**src/core/swc_regs.vh**
```
/*
 * Register offsets, field positions, reset values and timing counts of the
 * sleep and wake controller. Assumes a 20 MHz controller clock and a
 * 14-bit register address with 8-bit data.
 */
`ifndef SWC_REGS_VH
`define SWC_REGS_VH

`define SWC_ADDR_W 14
`define SWC_STATUS_ADDR 14'h0003
`define SWC_IRQ_CTRL_ADDR 14'h000b
`define SWC_OPTION_ADDR 14'h0081
`define SWC_CONFIG_ADDR 14'h2007

`define SWC_OPTION_RST 8'hff
`define SWC_IRQ_CTRL_RST 8'h00

`define SWC_OPT_EDGE 6
`define SWC_OPT_PSA 3
`define SWC_CFG_WATCHDOG_ENABLE_FUSE 3
`define SWC_ST_TO 4
`define SWC_ST_PD 3
`define SWC_IC_GIE 7
`define SWC_IC_PEIE 6
`define SWC_IC_INTE 4
`define SWC_IC_RAIE 3
`define SWC_IC_INTF 1
`define SWC_IC_RAIF 0

`define SWC_MCLK_NS 50
`define SWC_MCLK_KHZ 20000
`define SWC_TOSC_NS 50
`define SWC_OST_TOSC 1024
`define SWC_OST_CYC ((`SWC_OST_TOSC * `SWC_TOSC_NS + `SWC_MCLK_NS - 1) / `SWC_MCLK_NS)
`define SWC_WDT_MS 18
`define SWC_WDT_CYC (`SWC_WDT_MS * `SWC_MCLK_KHZ)
`define SWC_RST_HOLD_CYC 16

`endif

```
**src/core/swc_top.v**
```verilog
/*
 * Sleep and wake sequencer of a small 8-bit controller core: stops the core
 * oscillator on the sleep instruction, holds the ports, keeps the power-down
 * and time-out flags, and wakes on reset, watchdog or enabled interrupt.
 * Assumes the controller clock never stops; the core clock is gated by
 * osc_run_o, and core strobes are one cycle long on that same clock.
 */
`timescale 1ns/1ps
`include "swc_regs.vh"

// Functional notes
// - The sleep instruction puts the device into power-down.
// - Entering sleep clears the watchdog, which keeps counting while asleep.
// - Entering sleep clears the power-down flag and sets the time-out flag.
// - In power-down the oscillator driver is off, stopping the core clock.
// - In power-down every port keeps its pre-sleep drive state.
// - A watchdog reset is internal and never pulls the master clear pin.
// - Master clear asserted during sleep wakes with a full device reset.
// - Watchdog or interrupt wake resumes execution without reset.
// - Power-down flag is set at power-up and cleared by sleep.
// - A watchdog wake clears the time-out flag.
// - While sleep executes, the next instruction is prefetched.
// - Only individually enabled interrupts wake, whatever the global enable.
// - After interrupt wake run the prefetched instruction, then vector if enabled.
// - Enabled pending interrupt with global enable off: sleep completes, wake at once.
// - The watchdog is cleared on every wake, whatever the cause.
// - Crystal modes wait 1024 oscillator periods before resuming.
// - Watchdog time-out resets while running and wakes while asleep.
// - Watchdog clear and sleep clear the watchdog and its prescaler.
// - Interrupt flags set on their events regardless of any enable.
module swc_top #(
  parameter integer WDT_CYCLES = `SWC_WDT_CYC
) (
  input wire mclk_i,
  input wire rst_n_i,
  input wire [13:0] addr_i,
  input wire [7:0] wdata_i,
  input wire wr_i,
  input wire rd_i,
  output reg [7:0] rdata_o,
  input wire sleep_exec_i,
  input wire watchdog_clear_instr_i,
  input wire irq_ack_i,
  input wire port_change_i,
  input wire periph_irq_i,
  input wire external_irq_pin_i,
  input wire master_clear_pin_n_i,
  input wire [7:0] config_strap_i,
  output reg osc_run_o,
  output reg port_hold_o,
  output reg core_rst_n_o,
  output reg prefetch_o,
  output reg resume_o,
  output reg branch_vec_o,
  output reg irq_req_o
);
  localparam [2:0] S_RST = 3'h0;
  localparam [2:0] S_RUN = 3'h1;
  localparam [2:0] S_SLEEP = 3'h2;
  localparam [2:0] S_OST = 3'h3;
  localparam [2:0] S_RESUME = 3'h4;
  // Load values are worked out at full width, then cut to the counter widths.
  localparam integer OST_LOAD_I = `SWC_OST_CYC - 1;
  localparam integer RST_LOAD_I = `SWC_RST_HOLD_CYC - 1;
  localparam [10:0] OST_LOAD = OST_LOAD_I[10:0];
  localparam [4:0] RST_LOAD = RST_LOAD_I[4:0];

  reg rst_a_q;
  reg rst_s_q;
  wire rst_n;
  wire master_clear_pin_n_s;
  wire ext_pin_s;
  wire [7:0] cfg_s;
  reg ext_prev_q;
  reg [1:0] cfg_wait_q;
  reg [7:0] config_q;
  reg [7:0] option_q;
  reg [7:0] irqc_q;
  reg [7:0] irqc_d;
  reg pd_q;
  reg to_q;
  reg [2:0] state_q;
  reg [10:0] ost_q;
  reg [4:0] rst_cnt_q;
  reg wdt_clr;
  wire wdt_to;
  wire ext_edge;
  wire pend_en;
  wire wdt_en;
  wire xtal_mode;

  // Reset release through two flops; assertion stays asynchronous.
  always @(posedge mclk_i or negedge rst_n_i) begin
    if (!rst_n_i) begin
      rst_a_q <= 1'b0;
      rst_s_q <= 1'b0;
    end else begin
      rst_a_q <= 1'b1;
      rst_s_q <= rst_a_q;
    end
  end
  assign rst_n = rst_s_q;

  swc_sync #(
    .W(10)
  ) u_sync (
    .clk_i(mclk_i),
    .rst_n_i(rst_n),
    .d_i({master_clear_pin_n_i, external_irq_pin_i, config_strap_i}),
    .q_o({master_clear_pin_n_s, ext_pin_s, cfg_s})
  );

  // The configuration word is a strap, caught after reset release. The
  // synchroniser leaves reset at zero, so the capture follows it until its
  // second stage holds a real sample of the strap pins.
  always @(posedge mclk_i or negedge rst_n) begin
    if (!rst_n) begin
      cfg_wait_q <= 2'h0;
      config_q <= 8'h00;
    end else if (cfg_wait_q != 2'h3) begin
      cfg_wait_q <= cfg_wait_q + 2'h1;
      config_q <= cfg_s;
    end
  end

  assign wdt_en = config_q[`SWC_CFG_WATCHDOG_ENABLE_FUSE];
  assign xtal_mode = (config_q[2:0] == 3'h0) || (config_q[2:0] == 3'h1) ||
    (config_q[2:0] == 3'h2);

  // Edge select follows the option register; the flag then stays sticky.
  assign ext_edge = option_q[`SWC_OPT_EDGE] ? (ext_pin_s && !ext_prev_q) :
    (!ext_pin_s && ext_prev_q);

  // Individually enabled sources only; the global enable plays no part here.
  assign pend_en = (irqc_q[`SWC_IC_INTE] && irqc_q[`SWC_IC_INTF]) ||
    (irqc_q[`SWC_IC_RAIE] && irqc_q[`SWC_IC_RAIF]) ||
    (irqc_q[`SWC_IC_PEIE] && periph_irq_i);

  swc_wdt #(
    .CYCLES(WDT_CYCLES)
  ) u_wdt (
    .clk_i(mclk_i),
    .rst_n_i(rst_n),
    .clear_i(wdt_clr),
    .enable_i(wdt_en),
    .psa_i(option_q[`SWC_OPT_PSA]),
    .ps_i(option_q[2:0]),
    .timeout_o(wdt_to)
  );

  // Watchdog clear requests from instructions, sleep, wake and reset.
  always @* begin
    wdt_clr = 1'b0;
    case (state_q)
      S_RST: wdt_clr = 1'b1;
      S_RUN: wdt_clr = watchdog_clear_instr_i || sleep_exec_i;
      S_SLEEP: wdt_clr = wdt_to || pend_en;
      default: wdt_clr = 1'b0;
    endcase
  end

  // Flags set by events win over a software clear in the same cycle.
  always @* begin
    irqc_d = irqc_q;
    if (wr_i && addr_i == `SWC_IRQ_CTRL_ADDR) begin
      irqc_d = wdata_i & 8'hdb;
    end
    if (state_q == S_RUN && irq_ack_i) begin
      irqc_d[`SWC_IC_GIE] = 1'b0;
    end
    if (ext_edge) begin
      irqc_d[`SWC_IC_INTF] = 1'b1;
    end
    if (port_change_i) begin
      irqc_d[`SWC_IC_RAIF] = 1'b1;
    end
  end

  always @(posedge mclk_i or negedge rst_n) begin
    if (!rst_n) begin
      ext_prev_q <= 1'b0;
      irqc_q <= `SWC_IRQ_CTRL_RST;
      option_q <= `SWC_OPTION_RST;
    end else begin
      ext_prev_q <= ext_pin_s;
      if (state_q == S_RST) begin
        irqc_q <= `SWC_IRQ_CTRL_RST;
        option_q <= `SWC_OPTION_RST;
      end else begin
        irqc_q <= irqc_d;
        if (wr_i && addr_i == `SWC_OPTION_ADDR) begin
          option_q <= wdata_i;
        end
      end
    end
  end

  // Register read port; unmapped addresses read as zero.
  always @(posedge mclk_i or negedge rst_n) begin
    if (!rst_n) begin
      rdata_o <= 8'h00;
    end else if (rd_i) begin
      case (addr_i)
        `SWC_STATUS_ADDR: rdata_o <= {3'h0, to_q, pd_q, 3'h0};
        `SWC_IRQ_CTRL_ADDR: rdata_o <= irqc_q;
        `SWC_OPTION_ADDR: rdata_o <= option_q;
        `SWC_CONFIG_ADDR: rdata_o <= config_q;
        default: rdata_o <= 8'h00;
      endcase
    end else begin
      rdata_o <= 8'h00;
    end
  end

  // Power-down and time-out flags; both survive a master clear.
  always @(posedge mclk_i or negedge rst_n) begin
    if (!rst_n) begin
      pd_q <= 1'b1;
      to_q <= 1'b1;
    end else begin
      case (state_q)
        S_RUN: begin
          // A time-out while running marks the watchdog as the reset cause.
          if (wdt_to && wdt_en && master_clear_pin_n_s) begin
            to_q <= 1'b0;
          end else if (sleep_exec_i) begin
            pd_q <= 1'b0;
            to_q <= 1'b1;
          end else if (watchdog_clear_instr_i) begin
            pd_q <= 1'b1;
            to_q <= 1'b1;
          end
        end
        S_SLEEP: begin
          if (wdt_to) begin
            to_q <= 1'b0;
          end
        end
        default: begin
          pd_q <= pd_q;
        end
      endcase
    end
  end

  // Sequencer. It runs on the always-on clock, so wake sources are seen
  // while the core clock is stopped.
  always @(posedge mclk_i or negedge rst_n) begin
    if (!rst_n) begin
      state_q <= S_RST;
      ost_q <= 11'h000;
      rst_cnt_q <= RST_LOAD;
      osc_run_o <= 1'b1;
      port_hold_o <= 1'b0;
      core_rst_n_o <= 1'b0;
      prefetch_o <= 1'b0;
      resume_o <= 1'b0;
      branch_vec_o <= 1'b0;
      irq_req_o <= 1'b0;
    end else begin
      prefetch_o <= 1'b0;
      resume_o <= 1'b0;
      irq_req_o <= 1'b0;
      if (!master_clear_pin_n_s) begin
        // The pin is only sampled; no internal reset ever drives it.
        state_q <= S_RST;
        rst_cnt_q <= RST_LOAD;
        osc_run_o <= 1'b1;
        port_hold_o <= 1'b0;
        core_rst_n_o <= 1'b0;
        branch_vec_o <= 1'b0;
      end else begin
        case (state_q)
          S_RST: begin
            if (rst_cnt_q == 5'h00) begin
              core_rst_n_o <= 1'b1;
              state_q <= S_RUN;
            end else begin
              rst_cnt_q <= rst_cnt_q - 5'h01;
            end
          end
          S_RUN: begin
            // No request goes out in the cycle that a time-out puts the core
            // into reset, since the core would lose it anyway.
            irq_req_o <= irqc_q[`SWC_IC_GIE] && pend_en && !wdt_to;
            if (wdt_to) begin
              // Internal reset only; the master clear pin is untouched.
              state_q <= S_RST;
              rst_cnt_q <= RST_LOAD;
              core_rst_n_o <= 1'b0;
              branch_vec_o <= 1'b0;
            end else if (sleep_exec_i) begin
              prefetch_o <= 1'b1;
              if (pend_en) begin
                // Sleep completes but the clock never stops.
                state_q <= S_RESUME;
              end else begin
                state_q <= S_SLEEP;
                osc_run_o <= 1'b0;
                port_hold_o <= 1'b1;
              end
            end
          end
          S_SLEEP: begin
            if (wdt_to || pend_en) begin
              osc_run_o <= 1'b1;
              if (xtal_mode) begin
                ost_q <= OST_LOAD;
                state_q <= S_OST;
              end else begin
                state_q <= S_RESUME;
              end
            end
          end
          S_OST: begin
            if (ost_q == 11'h000) begin
              state_q <= S_RESUME;
            end else begin
              ost_q <= ost_q - 11'h001;
            end
          end
          S_RESUME: begin
            // The core runs the prefetched instruction, then vectors if the global enable is set and an enabled interrupt is pending.
            resume_o <= 1'b1;
            branch_vec_o <= irqc_q[`SWC_IC_GIE] && pend_en;
            port_hold_o <= 1'b0;
            osc_run_o <= 1'b1;
            state_q <= S_RUN;
          end
          default: begin
            state_q <= S_RST;
            rst_cnt_q <= RST_LOAD;
            core_rst_n_o <= 1'b0;
          end
        endcase
      end
    end
  end
endmodule

```
**src/core/swc_sync.v**
```verilog
/*
 * Two-stage synchroniser for a bus of levels.
 * Assumes the inputs change slowly against the controller clock.
 */
`timescale 1ns/1ps
module swc_sync #(
  parameter W = 1
) (
  input wire clk_i,
  input wire rst_n_i,
  input wire [W-1:0] d_i,
  output reg [W-1:0] q_o
);
  reg [W-1:0] meta_q;

  always @(posedge clk_i or negedge rst_n_i) begin
    if (!rst_n_i) begin
      meta_q <= {W{1'b0}};
      q_o <= {W{1'b0}};
    end else begin
      meta_q <= d_i;
      q_o <= meta_q;
    end
  end
endmodule

```
**src/core/swc_wdt.v**
```verilog
/*
 * Watchdog counter with optional prescaler and a one-cycle time-out pulse.
 * Assumes it is clocked by the always-running controller clock.
 */
`timescale 1ns/1ps
module swc_wdt #(
  parameter integer CYCLES = 360000
) (
  input wire clk_i,
  input wire rst_n_i,
  input wire clear_i,
  input wire enable_i,
  input wire psa_i,
  input wire [2:0] ps_i,
  output reg timeout_o
);
  localparam integer LAST_I = CYCLES - 1;
  localparam [19:0] LAST = LAST_I[19:0];
  reg [19:0] base_q;
  reg [6:0] pre_q;

  function [6:0] ratio_last;
    input [2:0] ps;
    begin
      ratio_last = (7'h01 << ps) - 7'h01;
    end
  endfunction

  always @(posedge clk_i or negedge rst_n_i) begin
    if (!rst_n_i) begin
      base_q <= 20'h0_0000;
      pre_q <= 7'h00;
      timeout_o <= 1'b0;
    end else if (clear_i || !enable_i) begin
      base_q <= 20'h0_0000;
      pre_q <= 7'h00;
      timeout_o <= 1'b0;
    end else begin
      timeout_o <= 1'b0;
      if (base_q == LAST) begin
        base_q <= 20'h0_0000;
        if (!psa_i || pre_q == ratio_last(ps_i)) begin
          pre_q <= 7'h00;
          timeout_o <= 1'b1;
        end else begin
          pre_q <= pre_q + 7'h01;
        end
      end else begin
        base_q <= base_q + 20'h0_0001;
      end
    end
  end
endmodule

```
**config.mk**
```make
export PLATFORM = sky130hd
export DESIGN_NAME = swc_top
export DESIGN_NICKNAME = d
export VERILOG_FILES = /design/src/core/swc_top.v /design/src/core/swc_sync.v /design/src/core/swc_wdt.v
export VERILOG_INCLUDE_DIRS = /design/src /design/src/core
export SDC_FILE = /design/constraint.sdc
export NUM_CORES = 1
export LEC_CHECK = 0
export ABC_AREA = 1
export BUFFER_PORTS_ARGS = -buffer_cell sky130_fd_sc_hd__buf_4
export CORE_ASPECT_RATIO = 1.75
export CORE_MARGIN = 1.5
export CORE_UTILIZATION = 40
export CTS_CLUSTER_DIAMETER = 150
export DETAILED_ROUTE_END_ITERATION = 6
export GPL_TIMING_DRIVEN = 0
export RECOVER_POWER = 25
export SYNTH_ARGS = -nofsm -noshare
export SYNTH_HDL_FRONTEND = slang
export SYNTH_SLANG_ARGS = --single-unit
export TNS_END_PERCENT = 100
```
**constraint.sdc**
```tcl
create_clock -name mclk_i -period 5.5 [get_ports mclk_i]
set_clock_uncertainty 0.1 [all_clocks]
set_input_delay 0.55 -clock mclk_i [delete_from_list [all_inputs] [get_ports mclk_i]]
set_output_delay 0.55 -clock mclk_i [all_outputs]
set_load 0.1 [all_outputs]
```
# Word-level counts from Yosys, hierarchy flattened
# Cells that the tools add are included.
# classes
shifts,1
eq_ne,30
n_reduce_logical,48
n_bitwise,1
n_addsub,6
n_mux,66
# ops
operator,n
$mux 20,2
$mux 8,5
$mux 11,3
$mux 1,32
$pmux 8 s4,1
$mux 3,8
$ne 3x3->1 const B,8
$pmux 11 s2,1
$mux 7,3
$add 20x1->20 const B,1
$eq 20x19->1 const B,1
$mux 5,3
$pmux 3 s5,1
$pmux 5 s3,1
$eq 14x14->1 const B,1
$eq 14x2->1 const B,1
$eq 14x4->1 const B,1
$eq 14x8->1 const B,1
$logic_and 1x1->1,12
$reduce_and 3->1,4
$reduce_bool 2->1,6
$logic_not 11->1,1
$sub 11x1->11 const B,1
$ne 2x2->1 const B,5
other kinds (25),49
# totals
out_inout_bits,15
register_bits,113

# Longest topological paths before layout
# Gate-level depths: netlist (run 1).
# logic_depth
ltp_word,8
mapped_depth,14
mapped_depth_nobuf,13

# By module
# A second synthesis (run 1) with hierarchy kept.
# hier_totals
hier_cells,733
area_unflattened_um2,5925.7
# modules_own_cells
module,cells_each,seq_area_each_um2,area_each_um2,instances
swc_top,441,1595.3,3487.1,1
swc_wdt,272,700.7,1938.1,1
swc_sync,20,500.5,500.5,1

# Worst setup path after synthesis (run 1)
# No wires, ideal clock.
# synth_path
path_type,register to register
from,register option_q[1]
to,register u_wdt.pre_q[0]
setup_slack_ps,3581
required_time_ps,5279
arrival_time_ps,1698
path_stages_with_launch,13
period_less_slack_ps,1919
setup_time_ps,121
path_cell_list,dfstp_2 buf_2 inv_1 nand3_1 ha_1 nand2_1 nand2_1 nor2_1 nand3_1 nor2_1 nand3_1 nand2_1 o21ai_1
# synth_via
elab_chain_len,7
# synth_rtl
element,line,source
"start, declared",swc_top.v:77,reg [7:0] option_q;
"start signal, assigned",swc_top.v:183,option_q <= `SWC_OPTION_RST;
"start signal, assigned",swc_top.v:188,option_q <= `SWC_OPTION_RST;
"start signal, assigned",swc_top.v:192,option_q <= wdata_i;
$shl 1x3->7,swc_wdt.v:25,ratio_last = (7'h01 << ps) - 7'h01;
$sub 7x1->7,swc_wdt.v:25,
$eq 7x7->1,swc_wdt.v:42,if (!psa_i || pre_q == ratio_last(ps_i)) begin
$logic_or 1x1->1,swc_wdt.v:42,
$mux 7,swc_wdt.v:42,
$mux 7,swc_wdt.v:40,if (base_q == LAST) begin
$mux 7,swc_wdt.v:34,end else if (clear_i || !enable_i) begin
"end signal, assigned",swc_wdt.v:46,pre_q <= pre_q + 7'h01;
"end, declared",swc_wdt.v:20,reg [6:0] pre_q;
# Every way passes these cells. The select of a mux whose other input is x is not followed.
# A chain may end at the register's enable or synchronous reset.

==> summary by stage, run 1 <==
Finish
The area used by sequential logic in the layout is around 2800 µm². The multi-input logic area is 2450 µm². The utilization of the core after routing is 0.477. The net total in the final layout is between 700 and 800. Of the cells placed in the final design, the portion with a size suffix greater than 1 is 0.195. The number of antenna diodes in the final layout is 0. Relative to the synthesized area, the layout overhead comes to 17.3%. The number of fill cells is roughly 1400.

Yosys
Of the total synthesized cell area, the portion taken by full adders, half adders and majority gates is 0.0156. The post-synthesis average cell area is roughly 8.3 µm². Of all cell types, the one taking the most synthesized area is sky130_fd_sc_hd__dfrtp_1. Synthesis inferred roughly 110 register bits. The number of instances in the synthesized netlist is slightly below 700. The most common flop cell mapped by yosys is sky130_fd_sc_hd__dfrtp_1. In the synthesized netlist the async set-or-reset flop fraction comes to 1.00. In this run, synthesis inferred 0 flip-flops with an integrated enable. The count of synthesis-stage warnings from yosys is 0. Ranked by total cell area, the synthesized netlist is headed by sky130_fd_sc_hd__dfrtp_1 (43%), sky130_fd_sc_hd__nand2_1 (11%), sky130_fd_sc_hd__dfstp_2 (7.0%), sky130_fd_sc_hd__nor2_1 (5.9%), sky130_fd_sc_hd__inv_1 (5.1%). The share of the synthesized area in the top cell type is 0.427. The area fraction in compound gates after synthesis is 0.0739. The sequential share of the synthesized area is 0.497. The xor and xnor fraction of the mapped netlist area is 0.0358.

The multiplexer share of the synthesized area is 0.0160. The number of nets in the synthesized netlist is 727. The number of distinct library cells after synthesis is 46. The area share of and/or/nand/nor cells after synthesis is 0.293. The combinational family with the most area after synthesis is simple AND/OR/NAND/NOR gates. The synthesized cell area is ~5600 µm².

Worst setup path
The critical path startpoint category is a flip-flop. The data arrival time of the critical path is approximately 2.2 ns. Data on the critical path is required at its endpoint by between 5 and 6 ns. The beginning of the worst register-to-register path is rst_n$_DFF_PN0_.

The worst setup path is of the reg2async kind. STA classifies the critical path endpoint as an async pin. The peak fanout along the critical path is 55.

Measured in cells, the most critical reg-to-reg path has a length of 0. The setup check on the worst reg-to-reg path leaves a slack of 3.17 ns. The terminus of the critical flop-to-flop path is branch_vec_o$_DFFE_PN0P_.

Clock tree
The clock-pin slew on the worst setup and hold paths is roughly 0.080 ns. The maximum number of buffers from clock root to sink is 2. The clock tree from TritonCTS is done.

The number of buffers added to fix hold violations after cts is 1. The clock net in this run drives a total of 111 sinks. Once the clock tree was built, the setup fixing pass inserted 0 buffers. The clock latency on the worst-skew pair is 0.35 ns.

The level count of the clock H-tree is 3. The TritonCTS buffer count is 9. The count of cells resized by post-cts repair is 0.

The cell at the root of the clock tree is sky130_fd_sc_hd__clkbuf_16.

GRT
The initial antenna violation count came to 0. The global routing usage summed across all routing layers is 0.180. Entering global routing, the biggest net connects 56 pins. The via count of the first global-routing pass is ~4600. The first global-routing pass estimated 21300 µm of wire. The total grt overflow is 0.

Power
The power density over the cells is ~340 nW/µm². The analysis attributes to cell leakage a power of 0.00320 µW. The worst IR drop on VDD is roughly 170 µV.

Hold path
The endpoint of the worst hold path is u_sync.meta_q[5]$_DFF_PN0_. The class of the most critical hold timing path is in2reg. The number of cells traversed by the worst hold path is 1. The worst hold path begins at config_strap_i[5].

Status
The flow ran to the end, but the final reports show violations. The final reports fail on capacitance limit, slew limit.

Detailed routing
The mean routed wirelength per cell is about 13 µm. For this block, the initial DRC count from the detailed router was 199. The detailed-routing iteration count for the pre-antenna-repair pass is 4. Detailed routing inserted a total of 4601 vias. The count of nets left with antenna violations once routing finished came out at 0.

The remaining design rule violation count is 0. Wires add up to roughly 12000 µm. In the routed layout, each cell is associated on average with a via count of approximately 5.0.

Timing
The highest clock frequency the design can meet is approximately 0.43 GHz. Setup violations remaining at the end of the flow were counted as 0. After routing, the total negative slack on setup checks comes to 0 ns. The final hold violation count was 0. In this run the tightest slew margin relative to its limit is -0.493.

The routed design could run at a clock period as short as around 2.3 ns. The final clock period utilization by the worst path is 0.424. The max-slew violation total from the final report was 55. The measured slew at the worst slew-check pin is approximately 2.2 ns. Setup repair after global routing left no endpoint under its margin.

Floorplan
In this run the count of I/O pins placed on the die edge is 56. The placeable core region is approximately 14000 µm². The horizontal extent of the die is slightly above 90 µm. The initialized floorplan defines 57 standard-cell rows. The effective utilization at floorplan is 0.406.

The die covers ~15000 µm². The die height is ~160 µm.

Placement
The number of input and output port buffers inserted is 55. The congestion estimate from routability-driven global placement came to between 0.9 and 1. After legalization and detailed placement, the total HPWL measured approximately 9600 µm.

Job
The total of max-cap violations is 1.
worst max path at each step:
stage / to / cells past startpoint / start
after floorplan: branch_vec_o$_DFFE_PN0P_ / 0 / rst_n$_DFF_PN0_
final: branch_vec_o$_DFFE_PN0P_ / 0 / rst_n$_DFF_PN0_
after global routing: irq_req_o$_DFF_PN0_ / 0 / rst_n$_DFF_PN0_
after detailed placement: u_wdt.pre_q[1]$_DFFE_PN0P_ / 12 / option_q[1]$_DFFE_PN1P_
after global placement: core_rst_n_o$_DFFE_PN0P_ / 0 / rst_n$_DFF_PN0_
after CTS: u_wdt.pre_q[1]$_DFFE_PN0P_ / 13 / option_q[1]$_DFFE_PN1P_
cell type report:
class                           count  area share
Buffer                              8     0.00645
Timing Repair Buffer               57      0.0677
Clock inverter                      7      0.0123
Inverter                           89      0.0508
Clock buffer                        9      0.0341
Sequential cell                   111       0.424
Multi-Input combinational cell    471       0.371
Tap cell                          177      0.0336
cells in the final DEF, fill, tap and decap left out, drive strengths merged, types with 2 or more instances in the layout:
cell and n:
a21oi 18, o211ai 3, clkinv 3, o31ai 3, nand3 41, nand3b 2
or2 2, o21ai 40, nor3b 2, dfstp 15, dfrtp 96, xnor2 6
o21bai 2, buf 51, inv 93, nand2 168, mux2 8, clkbuf 22
xor2 17, ha 7, nor3 19, nand4 22, nor2 102
state kept, by name (all words and copies together) (netlist names), 2 cells and up:
signal,flops
state_q,3
u_wdt.base_q,20
rdata_o,8
u_sync.q_o,10
option_q,8
rst_cnt_q,5
u_sync.meta_q,10
config_q,8
ost_q,11
u_wdt.pre_q,7
irqc_q,6
cfg_wait_q,2
cell usage after synthesis, types with 3 or more instances:
cell,n
sky130_fd_sc_hd__inv_1,77
sky130_fd_sc_hd__buf_2,4
sky130_fd_sc_hd__a21oi_1,16
sky130_fd_sc_hd__nor2_1,89
sky130_fd_sc_hd__nor3_1,12
sky130_fd_sc_hd__nor3_2,5
sky130_fd_sc_hd__nand4_1,22
sky130_fd_sc_hd__nor2_4,3
sky130_fd_sc_hd__o21ai_1,12
sky130_fd_sc_hd__o211ai_1,3
sky130_fd_sc_hd__o21ai_0,26
sky130_fd_sc_hd__xor2_1,17
sky130_fd_sc_hd__mux2_2,8
sky130_fd_sc_hd__xnor2_1,6
sky130_fd_sc_hd__ha_1,7
sky130_fd_sc_hd__nand3_1,39
sky130_fd_sc_hd__inv_2,11
sky130_fd_sc_hd__nand2_1,160
sky130_fd_sc_hd__nand2_2,6
sky130_fd_sc_hd__dfstp_2,15
sky130_fd_sc_hd__dfrtp_1,96
sky130_fd_sc_hd__nor2_2,10
sky130_fd_sc_hd__o31ai_1,3
power breakdown:
| part | leakage, µW | total (µW) | switching, µW | internal [µW] |
|---|---|---|---|---|
| sequential | 0.00138 | 1010 | 92.4 | 922 |
| clock | 0.000152 | 661 | 332 | 329 |
| combinational | 0.00166 | 586 | 391 | 195 |
| total | 0.00320 | 2260 | 816 | 1450 |
metrics by stage:
| stage | area, µm² | hold WS (ns) | std cells | worst slack, ns | total power [µW] |
|---|---|---|---|---|---|
| 4_1_cts | 6600 | 0.182 | 929 | 3.28 | 2290 |
| 5_1_grt | 6600 | 0.194 | 929 | 2.69 | 2410 |
| 3_3_place_gp | 6260 | 0.232 | 911 | 0.889 | 1600 |
| 3_5_place_dp | 6290 | 0.235 | 912 | 3.30 | 1620 |
| 6_report | 6600 | 0.216 | 929 | 3.17 | 2260 |
| 2_1_floorplan | 5620 | 0.154 | 679 | 2.11 | 1460 |
routing by layer:
metal	vias to the layer above	part of all wire	GRT usage
met5	-	0	0
met3	21	0.026	0.0314
met2	56	0.58	0.351
met1	2211	0.38	0.188
met4	0	0.020	0.0640
li1	2313	-	-
logic make-up after synthesis:
family | count (synthesis)
AND/OR/NAND/NOR | 360
AO/OA/AOI/OAI | 72
other | 1
multiplexers | 8
adder cells (fa/ha/maj) | 7
buffers and inverters | 97
flip-flops | 111
XOR/XNOR | 23
Power figures use the tool's default switching activity.
==> run 2: changes to the inputs <==
Clock period 5.5 ns to 1.88 ns, I/O delays scaled along.
==> summary by stage, run 2 (synthesis results as in run 1) <==
Status
The run finished, with violations left. The final reports fail on setup timing.

Finish
From synthesis to final layout, the design area changed by 24.3%. The most common library cell in the layout ignoring fill and taps is sky130_fd_sc_hd__nand2_1. The ratio of cells with drive above 1 in the final layout is 0.229. In the layout the commonest cells are sky130_fd_sc_hd__nand2_1 (154), sky130_fd_sc_hd__dfrtp_1 (95), sky130_fd_sc_hd__nor2_1 (85). The largest register by flop count is u_wdt.base_q. 0 antenna diodes ended up in the layout. The net count of the finished layout is just over 800. For this run, the share of the core covered by cells in the final layout is 0.505. The register with the most flip-flops in the layout has 20 of them. In the final layout, the registers with the most flip-flops are u_wdt.base_q (20), ost_q (11).

Power
Of the total power, the clock network draws 0.286. Internal power comes to between 4000 and 5000 µW. The leakage component of the power is around 0.0033 µW. The worst-case IR drop observed on VDD is approximately 380 µV.

The switching fraction of total power is 0.364. Of the total power, registers draw 0.440. The power density over the cells is around 970 nW/µm². The power share of the combinational group is 0.273. In this run the power spent charging and discharging nets is roughly 2500 µW.

Floorplan
For this configuration, the core starts out at a cell density of 0.406. During I/O placement, the number of pins put on the boundary was 56. The placeable core region is around 14000 µm². The floorplan step set the die height to 160 µm.

In this run the horizontal extent of the chip is slightly above 90 µm. The die covers around 15000 µm². The number of placement rows is 57.

Job
The tool flagged a number of max-cap violations equal to 0.

GRT
The wire length of the first global-routing pass is 21900 µm. Entering global routing, the biggest net connects 110 pins. The via count of the first global-routing pass is just under 5000. Summed over all layers, the global routing overflow is 0. The initial antenna violation count is 0.

In the global route stage, overall resource usage came out at 0.185.

Detailed routing
The remaining design rule violation count is 0. The residual antenna-violating net count after detailed routing is 0. The total wire length after detailed routing is around 13000 µm.

The via count is approximately 4800. The number of design-rule violations left by the first detailed-router iteration is about 350. In the routed layout, each cell is associated on average with a via count of 4.99. The first detailed-routing pass ran for 5 iterations. The mean routed wirelength per cell is around 13 µm.

Timing
Setup repair after global routing could not meet its margin everywhere. The shortest period the worst path allows is 1.95 ns. The max-slew violation total from the final report is 0. Static timing analysis puts the maximum clock frequency at 0.514 GHz.

The max-slew headroom at the worst pin is 0.339. The summed negative setup slack over all endpoints is -0.389 ns. The measured slew at the worst slew-check pin is 0.991 ns.

The final hold violation count is 0. The final clock period utilization by the worst path is 1.03. The final worst slack is -0.0652 ns. Setup violations remaining at the end of the flow were counted as 9.

Clock tree
The later pin in the worst-skew pair is clocked with a latency of roughly 0.35 ns. The TritonCTS buffer count is 9. The level count of the clock H-tree is 3.

TritonCTS built the clock tree. The clock-pin slew on the worst setup and hold paths is ~0.080 ns. The cell at the root of the clock tree is sky130_fd_sc_hd__clkbuf_16. The TritonCTS sink count is around 110.

The maximum number of buffers from clock root to sink is 2.

Worst setup path
STA puts the critical path data arrival time at between 2 and 2.5 ns. The endpoint type of the worst setup path is a flip-flop. The worst setup path is launched from a flip-flop. The peak fanout along the critical path is 7. The required time of the worst setup path is between 2 and 2.5 ns. The worst setup path is of the reg2reg kind.

Placement
The last weighted congestion value of the routability-driven placer is approximately 0.96. The final HPWL from detailed placement is ~9400 µm. Timing analysis after detailed placement gives a worst setup slack of -0.226 ns. The number of input and output port buffers inserted is 55.

Hold path
The class of the most critical hold timing path is in2reg.
## run 2: cell type report
class	count	area (µm²)
Clock inverter	7	83.8
Fill cell	1350	6850
Inverter	89	335
Clock buffer	9	225
Sequential cell	111	2800
Multi-Input combinational cell	471	2590
Tap cell	177	221
Buffer	7	45.0
Timing Repair Buffer	83	691
## run 2: timing repair
| item | in CTS | in global routing |
|---|---|---|
| buffers inserted | 4 | 4 |
| setup endpoints to repair | 33 | 36 |
| hold buffers | 19 | 0 |
| resized for setup | 13 | 22 |
| pin swaps | 14 | 20 |
| endpoints found under the hold margin | 22 | 0 |
## run 2: per-stage QoR
| step | std cells | hold WS (ns) | area, µm² | power [µW] |
|---|---|---|---|---|
| 3_3_place_gp | 911 | -0.129 | 6270 | 4680 |
| 4_1_cts | 949 | 0.000714 | 6840 | 6780 |
| 3_5_place_dp | 911 | -0.129 | 6270 | 4740 |
| 2_1_floorplan | 679 | -0.208 | 5640 | 4260 |
| 5_1_grt | 954 | 0.00143 | 6990 | 7200 |
| 6_report | 954 | 0.0110 | 6990 | 6770 |
## run 2: critical path: stages (launching register included)
cell,delay (ns)
sky130_fd_sc_hd__dfstp_2,0.59
sky130_fd_sc_hd__nand3_4,0.09
sky130_fd_sc_hd__ha_4,0.28
sky130_fd_sc_hd__inv_2,0.03
sky130_fd_sc_hd__nand2_2,0.04
sky130_fd_sc_hd__nand2_1,0.05
sky130_fd_sc_hd__nor2_1,0.10
sky130_fd_sc_hd__nand3_1,0.10
sky130_fd_sc_hd__nor2_2,0.14
sky130_fd_sc_hd__nand3_4,0.14
sky130_fd_sc_hd__nand2_2,0.11
sky130_fd_sc_hd__o21ai_1,0.06
## run 2: worst paths after layout
path | startpoint | end | slack [ns] | cells after the start
setup / recovery | option_q[0]$_DFFE_PN1P_ | u_wdt.pre_q[1]$_DFFE_PN0P_ | -0.07 | 11
hold / removal | wdata_i[6] | option_q[6]$_DFFE_PN1P_ | 0.01 | 3
setup reg to reg | option_q[0]$_DFFE_PN1P_ | u_wdt.pre_q[1]$_DFFE_PN0P_ | -0.07 | 11
hold reg to reg | u_sync.meta_q[9]$_DFF_PN0_ | u_sync.q_o[9]$_DFF_PN0_ | 0.25 | 0
max in group asynchronous | rst_n$_DFF_PN0_ | osc_run_o$_DFFE_PN1P_ | 0.44 | 1
min in group asynchronous | rst_n_i | rst_a_q$_DFF_PN0_ | 0.05 | 2
## run 2: power by group through the flow
stage / combinational [µW] / clock [µW] / sequential [µW]
6_report: 1850 / 1940 / 2980
5_1_grt: 2090 / 2100 / 3020
4_1_cts: 1790 / 1990 / 3000
3_5_place_dp: 1710 / 0 / 3030
3_3_place_gp: 1660 / 0 / 3020
2_1_floorplan: 1150 / 0 / 3120
## run 2: metal layers
| metal | share of wire | global-route usage |
|---|---|---|
| met4 | 0.027 | 0.0730 |
| met3 | 0.025 | 0.0267 |
| met2 | 0.57 | 0.358 |
| met5 | 0 | 0 |
| met1 | 0.38 | 0.196 |
